**src/common/irq_ctrl_defines.vh**
```
// constants for the prioritized vector interrupt controller
`ifndef IRQ_CTRL_DEFINES_VH
`define IRQ_CTRL_DEFINES_VH
`define NUM_SRC 29
`define NUM_VEC 10
`define VEC_W 4
// priority level codes, larger wins
`define LVL_NONE 2'h0
`define LVL_LOW 2'h1
`define LVL_HIGH 2'h2
`define LVL_TOP 2'h3
// vector addresses
`define VEC_BASE 20'h00003
`define VEC_STEP 20'h00008
// external pin zero detection modes
`define DET_RISE 2'h0
`define DET_FALL 2'h1
`define DET_HIGH 2'h2
`define DET_LOW 2'h3
// source index ranges of each vector
`define V0_LO 0
`define V0_HI 0
`define V1_LO 1
`define V1_HI 1
`define V2_LO 2
`define V2_HI 4
`define V3_LO 5
`define V3_HI 8
`define V4_LO 9
`define V4_HI 10
`define V5_LO 11
`define V5_HI 13
`define V6_LO 14
`define V6_HI 16
`define V7_LO 17
`define V7_HI 19
`define V8_LO 20
`define V8_HI 24
`define V9_LO 25
`define V9_HI 28
// source indices needed by wake logic
`define SRC_EXT2 2
`define SRC_EXT4 4
`define SRC_EXT5 6
`define SRC_BT0 7
`define SRC_BT1 8
`define SRC_PORT0 25
`endif

```
**src/rtl/prioritized_vector_interrupt_ctrl.v**
```verilog
// prioritized vector interrupt controller: 29 sources, 10 vectors, 3 levels
// How it works
// - twenty-nine sources are merged onto ten vector addresses
// - three levels: top beats high, high beats low
// - requests at or below the level in service are refused
// - simultaneous vectors: highest level is granted
// - equal level: smallest vector address is granted
// - pins zero and one use 00003H and 0000BH, top or low
// - 00013H serves pins two, four and timer zero low; high or low only
// - 0001BH, 00023H and 0002BH serve their listed sources
// - 00033H and 0003BH serve serial receive and transmit groups
// - 00043H and 0004BH serve converter, timers, pulse-width, port zero
// - halt ends on system reset or any interrupt
// - hold ends on reset pin low, pins 0,1,2,4,5, or port zero
// - crystal hold also ends on a base timer interrupt
// - pin zero detects rise, fall, high or low, never both edges
`timescale 1ns/1ps
`default_nettype none
`include "irq_ctrl_defines.vh"
module prioritized_vector_interrupt_ctrl (
	input wire clk,
	input wire rstn,
	// source order: 0 pin0, 1 pin1, 2 pin2, 3 timer0 low, 4 pin4,
	// 5 pin3, 6 pin5, 7 base timer0, 8 base timer1, 9 timer0 high, 10 pin6,
	// 11 timer1 low, 12 timer1 high, 13 pin7, 14 serial0, 15 uart1 rx,
	// 16 uart2 rx, 17 serial1, 18 uart1 tx, 19 uart2 tx, 20 converter,
	// 21 timer6, 22 timer7, 23 pwm4, 24 pwm5, 25 port0, 26 timer4,
	// 27 timer5, 28 pwm2/pwm3
	input wire [28:0] src_event,
	input wire [28:0] src_enable,
	input wire [28:0] src_clear,
	input wire ext_irq_pin_zero,
	input wire [1:0] ext0_mode,
	input wire ext_irq_pin_one,
	input wire ext_irq_pin_two,
	input wire ext_irq_pin_four,
	input wire ext_irq_pin_five,
	input wire [4:0] wake_pin_level,
	input wire port0_irq,
	input wire [9:0] vec_high_sel,
	input wire ack,
	input wire ret,
	input wire halt_enter,
	input wire hold_enter,
	input wire xtal_hold_enter,
	input wire reset_pin_n,
	output wire irq_req,
	output reg [19:0] irq_vector,
	output reg [1:0] irq_level,
	output reg [1:0] active_level,
	output wire halted,
	output wire held,
	output wire xtal_held,
	output wire wake
);
	// ------------------------------------------------------------
	// functions
	// ------------------------------------------------------------
	// vector index to first/last source index
	function [4:0] vec_lo;
		input [3:0] v;
		begin
			case (v)
				4'h0: vec_lo = `V0_LO;
				4'h1: vec_lo = `V1_LO;
				4'h2: vec_lo = `V2_LO;
				4'h3: vec_lo = `V3_LO;
				4'h4: vec_lo = `V4_LO;
				4'h5: vec_lo = `V5_LO;
				4'h6: vec_lo = `V6_LO;
				4'h7: vec_lo = `V7_LO;
				4'h8: vec_lo = `V8_LO;
				default: vec_lo = `V9_LO;
			endcase
		end
	endfunction
	function [4:0] vec_hi;
		input [3:0] v;
		begin
			case (v)
				4'h0: vec_hi = `V0_HI;
				4'h1: vec_hi = `V1_HI;
				4'h2: vec_hi = `V2_HI;
				4'h3: vec_hi = `V3_HI;
				4'h4: vec_hi = `V4_HI;
				4'h5: vec_hi = `V5_HI;
				4'h6: vec_hi = `V6_HI;
				4'h7: vec_hi = `V7_HI;
				4'h8: vec_hi = `V8_HI;
				default: vec_hi = `V9_HI;
			endcase
		end
	endfunction
	// ------------------------------------------------------------
	// source capture
	// ------------------------------------------------------------
	wire ext0_hit;
	ext0_detect u_ext0 (
		.clk(clk),
		.rstn(rstn),
		.pin(ext_irq_pin_zero),
		.mode(ext0_mode),
		.hit(ext0_hit)
	);
	wire [28:0] set_vec;
	assign set_vec = {src_event[28:1], src_event[0] | ext0_hit};
	reg [28:0] pend_reg;
	wire [28:0] pend_next;
	// pending flags
	// set wins over clear so an event in the clear cycle is kept
	assign pend_next = set_vec | (pend_reg & ~src_clear);
	always @(posedge clk) begin
		if (!rstn) begin
			pend_reg <= 29'h0;
		end else begin
			pend_reg <= pend_next;
		end
	end
	wire [28:0] live;
	assign live = pend_reg & src_enable;
	// ------------------------------------------------------------
	// vector request and level
	// ------------------------------------------------------------
	wire [9:0] vreq;
	wire [19:0] vlvl;
	genvar gv;
	generate
		for (gv = 0; gv < `NUM_VEC; gv = gv + 1) begin : g_vec
			wire [28:0] win;
			assign win = ({29{1'b1}} >> (5'd28 - vec_hi(gv))) &
				({29{1'b1}} << vec_lo(gv));
			assign vreq[gv] = |(live & win);
			// level choice per vector
			// first two vectors: top or low; the rest: high or low
			assign vlvl[gv*2 +: 2] = (gv < 2) ?
				(vec_high_sel[gv] ? `LVL_TOP : `LVL_LOW) :
				(vec_high_sel[gv] ? `LVL_HIGH : `LVL_LOW);
		end
	endgenerate
	// ------------------------------------------------------------
	// arbitration
	// ------------------------------------------------------------
	reg [3:0] win_idx;
	reg [1:0] win_lvl;
	integer i;
	always @* begin
		win_idx = 4'h0;
		win_lvl = `LVL_NONE;
		// highest level, then lowest address
		// scanning downward with >= lets the smaller index win ties
		for (i = `NUM_VEC - 1; i >= 0; i = i - 1) begin
			if (vreq[i] && vlvl[i*2 +: 2] >= win_lvl) begin
				win_idx = i[3:0];
				win_lvl = vlvl[i*2 +: 2];
			end
		end
	end
	assign irq_req = (win_lvl != `LVL_NONE) && (win_lvl > active_level);
	// level stack: one bit per level in service
	reg [2:0] svc_reg;
	reg [2:0] svc_next;
	always @* begin
		svc_next = svc_reg;
		if (ret) begin
			if (svc_reg[2]) begin
				svc_next[2] = 1'b0;
			end else if (svc_reg[1]) begin
				svc_next[1] = 1'b0;
			end else begin
				svc_next[0] = 1'b0;
			end
		end
		if (ack && irq_req) begin
			svc_next[win_lvl - 2'h1] = 1'b1;
		end
	end
	always @(posedge clk) begin
		if (!rstn) begin
			svc_reg <= 3'h0;
			active_level <= `LVL_NONE;
			irq_vector <= 20'h0;
			irq_level <= `LVL_NONE;
		end else begin
			svc_reg <= svc_next;
			active_level <= svc_next[2] ? `LVL_TOP : svc_next[1] ? `LVL_HIGH :
				svc_next[0] ? `LVL_LOW : `LVL_NONE;
			irq_vector <= `VEC_BASE + `VEC_STEP * {16'h0, win_idx};
			irq_level <= win_lvl;
		end
	end
	// ------------------------------------------------------------
	// standby
	// ------------------------------------------------------------
	reg halt_reg;
	reg hold_reg;
	reg xhold_reg;
	wire hold_wake;
	assign hold_wake = ~reset_pin_n |
		(ext_irq_pin_zero == wake_pin_level[0]) |
		(ext_irq_pin_one == wake_pin_level[1]) |
		(ext_irq_pin_two == wake_pin_level[2]) |
		(ext_irq_pin_four == wake_pin_level[3]) |
		(ext_irq_pin_five == wake_pin_level[4]) |
		port0_irq | pend_reg[`SRC_PORT0];
	// base timer also releases crystal hold
	wire xhold_wake;
	assign xhold_wake = hold_wake | pend_reg[`SRC_BT0] | pend_reg[`SRC_BT1];
	wire halt_wake;
	assign halt_wake = |live;
	always @(posedge clk) begin
		if (!rstn) begin
			halt_reg <= 1'b0;
			hold_reg <= 1'b0;
			xhold_reg <= 1'b0;
		end else begin
			halt_reg <= halt_wake ? 1'b0 : (halt_reg | halt_enter);
			hold_reg <= hold_wake ? 1'b0 : (hold_reg | hold_enter);
			xhold_reg <= xhold_wake ? 1'b0 : (xhold_reg | xtal_hold_enter);
		end
	end
	assign halted = halt_reg;
	assign held = hold_reg;
	assign xtal_held = xhold_reg;
	assign wake = (halt_reg & halt_wake) | (hold_reg & hold_wake) |
		(xhold_reg & xhold_wake);
endmodule // prioritized_vector_interrupt_ctrl
`default_nettype wire

```
**src/rtl/ext0_detect.v**
```verilog
// edge/level detector for external pin zero
`timescale 1ns/1ps
`default_nettype none
`include "irq_ctrl_defines.vh"
module ext0_detect (
	input wire clk,
	input wire rstn,
	input wire pin,
	input wire [1:0] mode,
	output wire hit
);
	reg prev_reg;
	always @(posedge clk) begin
		if (!rstn) begin
			// track the pin in reset so a pin idling high gives no false rise
			prev_reg <= pin;
		end else begin
			prev_reg <= pin;
		end
	end
	// four modes only
	// no both-edges mode exists; the mode field has exactly four codes
	assign hit = (mode == `DET_RISE) ? (pin & ~prev_reg) :
		(mode == `DET_FALL) ? (~pin & prev_reg) :
		(mode == `DET_HIGH) ? pin : ~pin;
endmodule // ext0_detect
`default_nettype wire

```
**config.mk**
```make
export PLATFORM = sky130hd
export DESIGN_NAME = prioritized_vector_interrupt_ctrl
export DESIGN_NICKNAME = d
export VERILOG_FILES = /design/src/rtl/prioritized_vector_interrupt_ctrl.v /design/src/rtl/ext0_detect.v
export VERILOG_INCLUDE_DIRS = /design/src /design/src/common
export SDC_FILE = /design/constraint.sdc
export NUM_CORES = 1
export LEC_CHECK = 0
export BUFFER_PORTS_ARGS = -buffer_cell sky130_fd_sc_hd__clkbuf_2
export CAP_MARGIN = 20
export CORE_MARGIN = 2
export CORE_UTILIZATION = 45
export CTS_CLUSTER_DIAMETER = 30
export DETAILED_ROUTE_END_ITERATION = 12
export MAX_ROUTING_LAYER = met4
export PLACE_DENSITY = 0.85
export SLEW_MARGIN = 0
export SYNTH_ARGS = -nofsm -noshare
export SYNTH_HDL_FRONTEND = slang
export SYNTH_SLANG_ARGS = --single-unit
```
**constraint.sdc**
```tcl
create_clock -name clk -period 46.9 [get_ports clk]
set_input_delay 14.07 -clock clk [delete_from_list [all_inputs] [get_ports clk]]
set_output_delay 14.07 -clock clk [all_outputs]
set_load 0.005 [all_outputs]
```
Word-level counts from Yosys, hierarchy flattened
Cells that the tools add are included.
{"block": "op_classes", "n_addsub": 2, "n_lt_le_gt_ge": 13, "n_eq_ne": 7, "n_mux": 42, "bitwise_logic": 29, "n_reduce_logical": 27}
{"operator": "29-bit AND", "count": 2}
{"operator": "2-bit 2-to-1 mux", "count": 23}
{"operator": "4-bit 2-to-1 mux", "count": 10}
{"operator": "30-bit OR reduction", "count": 1}
{"operator": "29-bit inverter", "count": 1}
{"operator": "29-bit bitwise OR", "count": 1}
{"operator": "29-bit OR reduction", "count": 1}
{"operator": "2-bit >= comparator", "count": 9}
{"operator": "1-bit bitwise OR", "count": 15}
{"operator": "1-bit logical AND", "count": 13}
{"operator": "3-bit OR reduction", "count": 4}
{"operator": "2-bit by 7-bit adder with 8-bit output (first input constant)", "count": 1}
{"operator": "4-bit OR reduction", "count": 2}
{"operator": "1-bit 2-to-1 mux", "count": 6}
{"operator": "3-bit 2-to-1 mux", "count": 2}
{"operator": "2-bit OR reduction", "count": 3}
{"operator": "1-bit AND", "count": 5}
{"operator": "1-bit == test", "count": 5}
{"operator": "5-bit OR reduction", "count": 1}
{"operator": "2-bit by 1-bit >= comparator with 1-bit output (second input constant)", "count": 2}
{"operator": "1-bit inverter", "count": 4}
{"operator": "2-bit by 3-bit less-than comparator with 1-bit output (second input constant)", "count": 1}
{"operator": "3-bit bitwise OR", "count": 1}
{"operator": "1-bit demux with 2-bit select", "count": 1}
{"operator": "6 further kinds", "count": 6}
{"block": "totals", "reg_bits": 60, "in_bits": 118, "output_inout_bits": 29, "elab_cells": 129}

Depth between registers and ports, before layout
Gate-level depths: netlist of the first run.
{"block": "depth", "ltp_word": 41, "depth_mapped": 59, "ltp_nobuf": 59}

Cells and area by module
A second synthesis of the first run with hierarchy kept.
{"block": "unflattened", "cells_unflattened": 320, "hier_area_um2": 2741.4}
{"module": "prioritized_vector_interrupt_ctrl", "n_inst": 1, "cells_each": 315, "area_each_um2": 2697.6, "seq_area_each_um2": 880.8}
{"module": "ext0_detect", "n_inst": 1, "cells_each": 5, "area_each_um2": 43.8, "seq_area_each_um2": 20.0}

Worst setup path after synthesis of the first run
OpenSTA, ideal clock, no wires.
{"block": "synth_timing", "path_type": "input port to output port", "start": "input port src_enable[26]", "end": "output port irq_req", "arrival_time_ps": 23760, "required_time_ps": 32830, "setup_slack_ps": 9070, "stages": 56, "path_buffers": 0, "cell_sequence": "a22oi_1 > a21oi_1 > ha_1 > nand2b_1 > a21oi_1 > nor2_1 > mux2i_1 > ha_1 > nand2b_1 > nor3b_1 > nor3_1 > nor2_1 > ha_1 > nor2b_1 > nor3_1 > a2111oi_4 > nor2_1 > ha_1 > [... 20 more ...] > or2_2 > nor2_1 > nor2_1 > ha_1 > nand3_1 > nor2_1 > o21ai_0 > o31ai_1 > a31o_2 > ha_1 > inv_1 > a21o_1 > a311o_1 > o21a_1 > ha_1 > a21oi_1 > a21oi_1 > o21a_1"}
{"block": "synth_via", "elab_chain_cells": 33, "elab_cells_between_ends": 34, "classes_between": "10 x order compare; 10 x mux; 1 x bitwise; 13 x reduce/logical"}
{"element": "start, declared", "line_no": "prioritized_vector_interrupt_ctrl.v:30", "source": "input wire [28:0] src_enable,"}
{"element": "29-bit AND (*)", "line_no": "prioritized_vector_interrupt_ctrl.v:120", "source": "assign live = pend_reg & src_enable;"}
{"element": "4-bit OR reduction (*)", "line_no": "prioritized_vector_interrupt_ctrl.v:132", "source": "assign vreq[gv] = |(live & win);"}
{"element": "1-bit logical AND (*)", "line_no": "prioritized_vector_interrupt_ctrl.v:152", "source": "if (vreq[i] && vlvl[i*2 +: 2] >= win_lvl) begin"}
{"element": "2-bit 2-to-1 mux (*)", "line_no": "prioritized_vector_interrupt_ctrl.v:152"}
{"element": "2-bit >= comparator", "line_no": "prioritized_vector_interrupt_ctrl.v:152"}
{"element": "1-bit logical AND", "line_no": "prioritized_vector_interrupt_ctrl.v:152"}
{"element": "2-bit 2-to-1 mux (*)", "line_no": "prioritized_vector_interrupt_ctrl.v:152"}
{"element": "2-bit >= comparator", "line_no": "prioritized_vector_interrupt_ctrl.v:152"}
{"element": "[... 18 more ...]"}
{"element": "1-bit logical AND", "line_no": "prioritized_vector_interrupt_ctrl.v:152"}
{"element": "2-bit 2-to-1 mux (*)", "line_no": "prioritized_vector_interrupt_ctrl.v:152"}
{"element": "2-bit >= comparator", "line_no": "prioritized_vector_interrupt_ctrl.v:152"}
{"element": "1-bit logical AND", "line_no": "prioritized_vector_interrupt_ctrl.v:152"}
{"element": "2-bit 2-to-1 mux (*)", "line_no": "prioritized_vector_interrupt_ctrl.v:152"}
{"element": "net win_lvl[1]", "line_no": "prioritized_vector_interrupt_ctrl.v:144", "source": "reg [1:0] win_lvl;"}
{"element": "2-bit greater-than comparator or 2-bit nonzero test (tied branches)"}
{"element": "1-bit logical AND (*)", "line_no": "prioritized_vector_interrupt_ctrl.v:158", "source": "assign irq_req = (win_lvl != `LVL_NONE) && (win_lvl > active_level);"}
{"element": "end, declared", "line_no": "prioritized_vector_interrupt_ctrl.v:47", "source": "output wire irq_req,"}
Mark *: on every way through the listed nets, which the timed path passes. The rest lies on a longest branch.

Worst setup path in the final report of the first run
{"block": "layout_timing", "start": "input port src_enable[25]", "end": "output port irq_req"}
The elaborated chain is that of the path after synthesis.

==> summary.txt, run 1 <==
Timing
  – Final hold violations: 0
  – Tcrit/Tclk final: 83.9%
  – Worst-Margin Slew: 950 ps
  – Setup violators final: 0
  – Setup_tns: 0 ps
  – Minimum clock period: 39350 ps
  – Final setup margin: 7550 ps
  – Clk_skew: 5.08 ps
  – FMAX: 25.4 MHz
  – Max-slew violation count: 0
  – RSZ-0062 raised after global routing: no
  – Relative slew slack: 36.3%

GRT
  – Gr usage total: 22.5%
  – Gr ovfl total: 0
  – Global-route wire length before repair: 11700 um
  – Vias in the first global route: 2816
  – Largest net degree at the start of global routing: 35
  – Antenna violations before repair: 0

Floorplan
  – IO Pins: 147
  – Cell Rows: 28
  – Starting density of the core: 46.0%
  – Die height: 81.6 um
  – Die X: 81.6 um
  – Core area: 5890 um2
  – Die ar.: 6660 um2

Worst setup path
  – Most used cell, CP: ha_1
  – Crit-path max FO: 7
  – Crit Path Class: in -> out
  – Worst endpoint data arrival time: 25280 ps
  – Max stage delay on crit path: 450 ps
  – Element type at the critical path end: output pin
  – Critical Path Start Type: primary input
  – Worst EP required: 32830 ps
  – CP max stage cell: a2111oi_4

Pwr
  – Maximum VDD drop: 0.0000156 V
  – Cell Pwr Density: 29.8 nW/um2
  – Pleak: 0.00181 uW

Cells and area
  – Fill count: 530
  – Layout cells sized above 1: 30.5%
  – Largest register FFs: 29
  – Ant. Diodes: 0
  – Final nets: 618
  – Area grow syn2layout: 28.0%

Synth
  – Post-synthesis register bit count: 45
  – Post-synthesis area per instance: 7.65 um2
  – Mapped Area: 2710 um2
  – Leading area contributor after synthesis: dfxtp_1
  – Most numerous cell in the Yosys netlist: nor2_1
  – Post-synth top area share: 33.3%
  – Synth cell types: 52
  – Async SR Flop Fraction: 0%
  – Synth top area cells: dfxtp_1, a21oi_1, nor2_1
  – Synth top cells by count: nor2_1, a21oi_1, dfxtp_1, inv_1, nand2_1
  – Post-synth EDFFs: 0
  – YS warnings: 0
  – Post-synthesis sequential area ratio: 33.3%
  – Commonest register cell after synthesis: dfxtp_1
  – Synth Instances: 354

CTS
  – CTS root buf: clkbuf_8
  – Cts hold-fix bufs: 0
  – Post_cts resized: 0
  – Skew-Pair Late Insertion Delay: 290 ps
  – Post-CTS Setup Bufs: 0
  – H-tree Lvls: 2
  – CTS clock-pin slew for the worst setup and hold paths: 80 ps
  – Num CTS Buffers: 5
  – CTS tree: yes
  – Clock Path Buffers: 2
  – CTS sink count: 45

Placement
  – Routability cong.: 0.917
  – Dpl ws: 7790 ps
  – Hpwl dp: 6000 um
  – Port bufs: 132

Run status
  – Status: finished clean

Route
  – WL final: 7190 um
  – Via count: 2934
  – Vias per cell: 5.21
  – DR iter-0 viols: 251
  – DRT Pass-1 Iters: 5
  – Routed Antenna Nets: 0
  – Routed wire per std cell: 12.8 um
  – DRC: 0

Min path
  – Hold Crit Class: reg -> reg

Flow run
  – Max cap viols: 0
==> cells in the final DEF, fill, tap and decap left out, drive strengths merged, types with 3 or more instances in the layout <==
cell / instances
nand2: 16
a21oi: 48
nand2b: 12
conb: 14
o21ai: 11
and2: 4
dfxtp: 45
inv: 42
nand3: 5
nor3: 7
xor2: 5
a22oi: 6
nor2b: 3
a31oi: 3
clkbuf: 139
nor2: 51
a222oi: 5
nor4: 4
nand4: 4
o22ai: 4
o21a: 4
a21o: 6
ha: 13
or3: 5
==> logic make-up after synthesis <==
| group | count (synthesis) | synth area share (%) |
|---|---|---|
| AO/OA/AOI/OAI | 108 | 26.5 |
| other | 1 | 0.138 |
| adder cells (fa/ha/maj) | 15 | 6.74 |
| AND/OR/NAND/NOR | 117 | 20.6 |
| buffers and inverters | 62 | 10.7 |
| multiplexers | 1 | 0.370 |
| flip-flops | 45 | 33.3 |
| XOR/XNOR | 5 | 1.62 |
==> routing by layer <==
| layer | track usage, % | share of wire (%) | up-vias |
|---|---|---|---|
| met2 | 38.7 | 51 | 115 |
| met3 | 3.52 | 5.5 | 14 |
| met5 | - | 0 | - |
| li1 | - | - | 1474 |
| met1 | 26.6 | 41 | 1331 |
| met4 | 8.17 | 2.2 | 0 |
==> path summary, 6_finish.rpt <==
check	slack, ps	cells after the start	startpoint	end
setup / recovery	7550	58	src_enable[25]	irq_req
hold / removal	490	2	pend_reg[19]	pend_reg[19]
setup reg to reg	34540	59	pend_reg[25]	active_level[1]
hold reg to reg	490	2	pend_reg[19]	pend_reg[19]
==> critical path, delay by kind of cell <==
kind / cells / cell delay [ps]
and+or+nand+nor: 28 / 5080
muxes: 1 / 270
buffers and inverters: 3 / 220
adders and majority gates: 10 / 2720
AOI/OAI and AO/OA: 16 / 2930
==> metrics by stage <==
| step | instances | cell area (um2) | util [%] | power, uW | hold slack, ps |
|---|---|---|---|---|---|
| floorplan | 367 | 2760 | - | 68.5 | 451 |
| global placement | 555 | 3380 | 57.5 | 78.7 | 461 |
| detailed placement | 555 | 3380 | 57.5 | 80.3 | 471 |
| CTS | 563 | 3470 | 58.9 | 103 | 489 |
| global route | 563 | 3470 | 58.9 | 110 | 517 |
| finish | 563 | 3470 | 58.9 | 103 | 490 |
==> layout make-up <==
| type | count | area [um2] | share of cell area (%) |
|---|---|---|---|
| multi-input combinational | 260 | 1570 | 45.2 |
| sequential | 45 | 901 | 26.0 |
| timing repair buffer | 132 | 661 | 19.1 |
| inverter | 43 | 161 | 4.66 |
| tap | 75 | 93.8 | 2.71 |
| clock buffer | 7 | 76.3 | 2.20 |
| clock inverter | 1 | 7.51 | 0.217 |
==> power by group <==
part | internal [uW] | switching, uW
Combinational | 17.1 | 19.8
Sequential | 41.6 | 1.63
Clock | 10.6 | 12.6
(Power assumes the default switching activity.)
==> run 2, diff against run 1 <==
--- a/config.mk
+++ b/config.mk
@@ -6,14 +6,15 @@
 export SDC_FILE = /design/constraint.sdc
 export NUM_CORES = 1
 export LEC_CHECK = 0
+export ABC_AREA = 1
 export BUFFER_PORTS_ARGS = -buffer_cell sky130_fd_sc_hd__clkbuf_2
 export CAP_MARGIN = 20
 export CORE_MARGIN = 2
-export CORE_UTILIZATION = 45
+export CORE_UTILIZATION = 41
 export CTS_CLUSTER_DIAMETER = 30
 export DETAILED_ROUTE_END_ITERATION = 12
 export MAX_ROUTING_LAYER = met4
-export PLACE_DENSITY = 0.85
+export PLACE_DENSITY = 0.81
 export SLEW_MARGIN = 0
 export SYNTH_ARGS = -nofsm -noshare
 export SYNTH_HDL_FRONTEND = slang
==> constraint.sdc (replaced) <==
create_clock -name clk -period 32 [get_ports clk]
set_input_delay 9.6 -clock clk [delete_from_list [all_inputs] [get_ports clk]]
set_output_delay 9.6 -clock clk [all_outputs]
set_load 0.005 [all_outputs]
==> run 2 against run 1 <==
Clock power grew 78%. Register-to-register slack lost 12000 ps. Final cell count up 9.6%. First-iteration DRC count decreased by 57%. Largest power group unchanged. Highest routed layer unchanged.
==> summary.txt, run 2 <==
Pwr
  – P_sw: 55.7 uW
  – Switch share: 33.8%
  – Cell Pwr Density: 46.2 nW/um2
  – Combinational cell fraction of total power: 36.0%
  – Int Power: 109 uW
  – Clk pwr share: 25.2%
  – Pleak: 0.00212 uW
  – Maximum VDD drop: 0.0000215 V
  – Power share of the sequential group: 38.8%

Cells and area
  – Largest register FFs: 29
  – Final nets: 668
  – Final std cells w/o fill: 617
  – Finished Core Util: 53.3%
  – Area grow syn2layout: 28.2%
  – Most common library cell in the layout ignoring fill and taps: clkbuf_2
  – Ant. Diodes: 0
  – Layout cells sized above 1: 34.1%
  – Most frequent cells in the layout: clkbuf_2, nand2_1, inv_1, nor2_1, dfxtp_1
  – Post-route cell area: 3560 um2

Min path
  – Hold Path Depth: 2
  – Hold Crit Class: reg -> reg
  – Hold_sp: pend_reg[22]
  – WHS Endpoint: pend_reg[22]

Placement
  – Routability cong.: 0.926
  – Placed instance area: 3460 um2
  – Port bufs: 132
  – Hpwl dp: 5770 um
  – Dpl ws: 3520 ps
  – Cell total after placement: 610

CTS
  – Cts hold-fix bufs: 0
  – CTS root buf: clkbuf_8
  – CTS tree: yes
  – CTS sink count: 45
  – CTS clock-pin slew for the worst setup and hold paths: 90 ps
  – Num CTS Buffers: 5
  – Post_cts resized: 0
  – H-tree Lvls: 2
  – Skew-Pair Late Insertion Delay: 290 ps
  – Post-CTS Setup Bufs: 0
  – Clock Path Buffers: 2

GRT
  – Antenna violations before repair: 0
  – Vias in the first global route: 2776
  – Global-route wire length before repair: 11100 um
  – Gr usage total: 18.5%
  – Gr ovfl total: 0
  – Largest net degree at the start of global routing: 34

Synth
  – Mapped Area: 2780 um2
  – YS warnings: 0
  – Post-synth EDFFs: 0
  – Leading area contributor after synthesis: dfxtp_1
  – Synth cell types: 37
  – Post-synthesis sequential area ratio: 32.4%
  – Synth Instances: 404
  – Synth top area cells: dfxtp_1, nand2_1, inv_1
  – Synth top cells by count: nand2_1, inv_1, nor2_1, dfxtp_1, a21oi_1
  – Post-synthesis register bit count: 45
  – Post-synth top area share: 32.4%
  – Post-synthesis area per instance: 6.88 um2
  – Most numerous cell in the Yosys netlist: nand2_1
  – Commonest register cell after synthesis: dfxtp_1
  – Async SR Flop Fraction: 0%

Worst setup path
  – Worst endpoint data arrival time: 18890 ps
  – Max stage delay on crit path: 420 ps
  – Crit-path max FO: 6
  – Crit Path Class: in -> out
  – Most used cell, CP: nand2_1
  – Element type at the critical path end: output pin
  – CP max stage cell: o31ai_1
  – FF-to-FF End: active_level[0]
  – Worst EP required: 22400 ps
  – Worst reg2reg startpoint: pend_reg[25]
  – Worst R2R Path Depth: 78
  – Reg2reg setup slack: 22340 ps
  – Critical Path Start Type: primary input

Route
  – DR iter-0 viols: 109
  – Routed Antenna Nets: 0
  – DRT Pass-1 Iters: 4
  – WL final: 6610 um
  – Routed wire per std cell: 10.7 um
  – DRC: 0
  – Vias per cell: 4.73
  – Via count: 2919

Timing
  – Final setup margin: 3510 ps
  – Final hold violations: 0
  – Max-slew violation count: 0
  – Relative slew slack: 33.3%
  – Clk_skew: 5.52 ps
  – FMAX: 35.1 MHz
  – RSZ-0062 raised after global routing: no
  – Minimum clock period: 28490 ps
  – Worst-Margin Slew: 1000 ps
  – Setup violators final: 0
  – Tcrit/Tclk final: 89.0%
  – Setup_tns: 0 ps

Floorplan
  – IO Pins: 147
  – Starting density of the core: 41.6%
  – Die X: 86.3 um
  – Core area: 6680 um2
  – Cell Rows: 30
  – Die height: 86.3 um
  – Die ar.: 7450 um2

Run status
  – Status: finished clean

Flow run
  – Max cap viols: 0
-- run 2: cell types whose count changed after synthesis, moves of 5 or more --
cell / delta
inv_1: +28
a222oi_1: -5
nand3_2: +9
a21o_1: -6
nand2_1: +57
nand3_1: +14
xor2_1: -5
a21oi_1: -13
a22oi_1: -6
nand2b_1: -12
nand2_2: +14
nand2_4: +5
-- run 2: per-stage QoR --
stage | hold WS, ps | power [uW]
global placement | 470 | 121
finish | 494 | 165
CTS | 496 | 167
detailed placement | 476 | 124
global route | 514 | 177
floorplan | 456 | 106
-- run 2: worst max-delay path by stage --
stage,startpoint,end,slack [ps],depth (start not counted)
CTS,src_enable[25],irq_req,3510,76
global route,src_enable[25],irq_req,2600,76
finish,src_enable[25],irq_req,3510,76
floorplan,src_enable[25],irq_req,4650,74
global placement,src_enable[25],irq_req,4020,76
detailed placement,src_enable[25],irq_req,3520,76
-- run 2: area by class of cell --
type	instances	area, um2
timing repair buffer	132	661
tap	80	100
clock buffer	5	68.8
sequential	45	901
fill	651	3120
inverter	74	278
clock inverter	2	35.0
multi-input combinational	279	1520
-- run 2: layer usage --
layer,global-route usage [%],up-vias,part of all wire [%]
met4,7.39,0,1.9
met1,20.6,1292,41
li1,-,1513,-
met2,33.4,102,52
met3,2.10,12,5.0
met5,-,-,0
-- run 2: kinds of logic (layout without fill, tap and decap cells) --
family	count (synthesis)	in the layout	synth area share, %
other	1	14	0.135
and+or+nand+nor	189	189	33.2
adders and majority gates	13	13	5.85
DFF	45	45	32.4
AOI/OAI and AO/OA	62	62	13.4
xor gates and xnor gates	1	1	0.315
buffers and inverters	93	213	14.6
-- run 2: power by group through the flow --
stage	registers, uW	logic, uW	clock network (uW)
after global placement	65.0	56.1	0
after detailed placement	65.2	59.2	0
final	63.9	59.2	41.4
after floorplan	64.8	41.4	0
after CTS	64.0	59.4	43.3
after global routing	64.6	67.3	45.3
-- run 2: critical path: cells and delay by family --
kind                       cells  cell delay (ps)
and+or+nand+nor               40             3630
adders and majority gates     10             2820
AOI/OAI and AO/OA             11             1840
buffers and inverters         15              980
==> run 3, diff against run 2 <==
--- a/config.mk
+++ b/config.mk
@@ -9,12 +9,14 @@
 export ABC_AREA = 1
 export BUFFER_PORTS_ARGS = -buffer_cell sky130_fd_sc_hd__clkbuf_2
 export CAP_MARGIN = 20
-export CORE_MARGIN = 2
-export CORE_UTILIZATION = 41
+export CELL_PAD_IN_SITES_DETAIL_PLACEMENT = 0
+export CELL_PAD_IN_SITES_GLOBAL_PLACEMENT = 1
+export CORE_MARGIN = 5
+export CORE_UTILIZATION = 27
 export CTS_CLUSTER_DIAMETER = 30
 export DETAILED_ROUTE_END_ITERATION = 12
 export MAX_ROUTING_LAYER = met4
-export PLACE_DENSITY = 0.81
+export PLACE_DENSITY = 0.8
 export SLEW_MARGIN = 0
 export SYNTH_ARGS = -nofsm -noshare
 export SYNTH_HDL_FRONTEND = slang
==> run 3 against run 2 <==
Largest cell class unchanged. Global-route usage is 5.9 points lower. Final cell count is 9.4% higher. Total power is 2.0% higher. Maximum frequency is 0.70% higher. Count of clock-buffer cells in the layout is 2 higher. Routed wire length is 12% higher. Sequential share of layout area is 0.76 points lower. First-iteration DRC count is 52% lower. Critical path type unchanged. Final area is 3.1% higher.
==> summary.txt, run 3 (synthesized netlist as in run 2, its figures left out) <==
Run status
  – Status: finished clean

Timing
  – Setup_tns: 0 ps
  – Minimum clock period: 28290 ps
  – Worst-Margin Slew: 514 ps
  – Relative slew slack: 65.7%
  – Final hold violations: 0
  – Tcrit/Tclk final: 88.4%
  – Max-slew violation count: 0
  – Hold WS: 489 ps
  – FMAX: 35.4 MHz
  – Setup violators final: 0
  – RSZ-0062 raised after global routing: no
  – Clk_skew: 4.84 ps

Min path
  – Hold Path Depth: 2
  – Hold Crit Class: reg -> reg
  – Hold_sp: pend_reg[10]

Pwr
  – Maximum VDD drop: 0.0000193 V
  – Cell Pwr Density: 45.7 nW/um2
  – Pleak: 0.00214 uW
  – PnR Total Power: 168 uW

Worst setup path
  – Crit-path max FO: 6
  – Crit Path Class: in -> out
  – Most used cell, CP: nand2_1
  – Max stage delay on crit path: 380 ps
  – Worst endpoint data arrival time: 18690 ps
  – CP max stage cell: o31ai_1
  – Element type at the critical path end: output pin
  – Crit path from: src_enable[25]
  – Worst R2R Path Depth: 78
  – Worst reg2reg startpoint: pend_reg[25]
  – Critical Path Start Type: primary input
  – Worst EP required: 22400 ps

CTS
  – H-tree Lvls: 2
  – CTS sink count: 45
  – Num CTS Buffers: 5
  – Cts hold-fix bufs: 0
  – CTS root buf: clkbuf_8
  – Skew-Pair Late Insertion Delay: 290 ps
  – Post_cts resized: 0
  – Clock Path Buffers: 2
  – Post-CTS Setup Bufs: 0
  – CTS tree: yes
  – CTS clock-pin slew for the worst setup and hold paths: 90 ps

Route
  – DRT Pass-1 Iters: 4
  – Via count: 2831
  – Max Used Layer: met4
  – DRC: 0
  – Routed Antenna Nets: 0
  – DR iter-0 viols: 52
  – Vias per cell: 4.19
  – Detail Route met3 WL: 325 um
  – WL final: 7390 um
  – M1 WL: 3460 um
  – Routed wl met2: 3530 um
  – Routed wire per std cell: 10.9 um

Cells and area
  – Most common library cell in the layout ignoring fill and taps: clkbuf_2
  – Most frequent cells in the layout: clkbuf_2, nand2_1, inv_1, nor2_1, dfxtp_1
  – Fill count: 1138
  – Final std cells w/o fill: 675
  – Finished Core Util: 36.1%
  – Layout cells sized above 1: 34.1%
  – Final nets: 669
  – Largest register FFs: 29
  – Ant. Diodes: 0
  – Area grow syn2layout: 32.2%

Flow run
  – Max cap viols: 0

Floorplan
  – Die height: 111 um
  – Core area: 10200 um2
  – IO Pins: 147
  – Cell Rows: 37
  – Starting density of the core: 27.3%
  – Die ar.: 12400 um2
  – Die X: 111 um

GRT
  – Antenna violations before repair: 0
  – Gr ovfl total: 0
  – Gr usage total: 12.5%
  – Largest net degree at the start of global routing: 25
  – Vias in the first global route: 2918
  – Global-route wire length before repair: 12800 um

Placement
  – Cell total after placement: 667
  – Routability cong.: 0.842
  – Port bufs: 132
  – Hpwl dp: 6570 um
## run 3: changes by cell type in the layout (fill, tap and decap cells not counted), sizes merged
cell    change
clkbuf      +2
buf         +1
clkinv      -1
## run 3: report_power, final
part | internal, uW | switching [uW] | total [uW]
combinational | 25.1 | 33.8 | 58.9
clock | 25.5 | 19.9 | 45.4
sequential | 61.3 | 2.31 | 63.6
total | 112 | 56.0 | 168
## run 3: critical path: cells and delay by family
kind	cells	cell delay, ps
AND/OR/NAND/NOR	40	3570
adder cells (fa/ha/maj)	10	2810
AO/OA/AOI/OAI	11	1730
buffers and inverters	15	960
## run 3: layout make-up
cell class	count	area [um2]	share of cell area, %
Clock buffer	7	86.3	2.35
Clock inverter	1	30.0	0.817
Inverter	74	278	7.56
Multi-Input combinational cell	279	1520	41.4
Sequential cell	45	901	24.5
Tap cell	136	170	4.63
Timing Repair Buffer	133	688	18.7
## run 3: path summary, 6_finish.rpt
check	end	slack (ps)
max	irq_req	3710
min	pend_reg[10]	490
max reg2reg	active_level[0]	22500
min reg2reg	pend_reg[10]	490
## run 3: per-layer routing
metal | GRT usage (%) | vias to the layer above
met5 | - | -
met4 | 2.68 | 0
met3 | 2.28 | 8
met2 | 21.7 | 79
met1 | 15.3 | 1233
li1 | - | 1511
## run 3: through the flow
| stage | worst slack (ps) | area [um2] |
|---|---|---|
| global placement | 3930 | 3530 |
| finish | 3710 | 3670 |
| CTS | 3610 | 3670 |
| floorplan | 4650 | 2830 |
| detailed placement | 3640 | 3560 |
| global route | 2670 | 3670 |
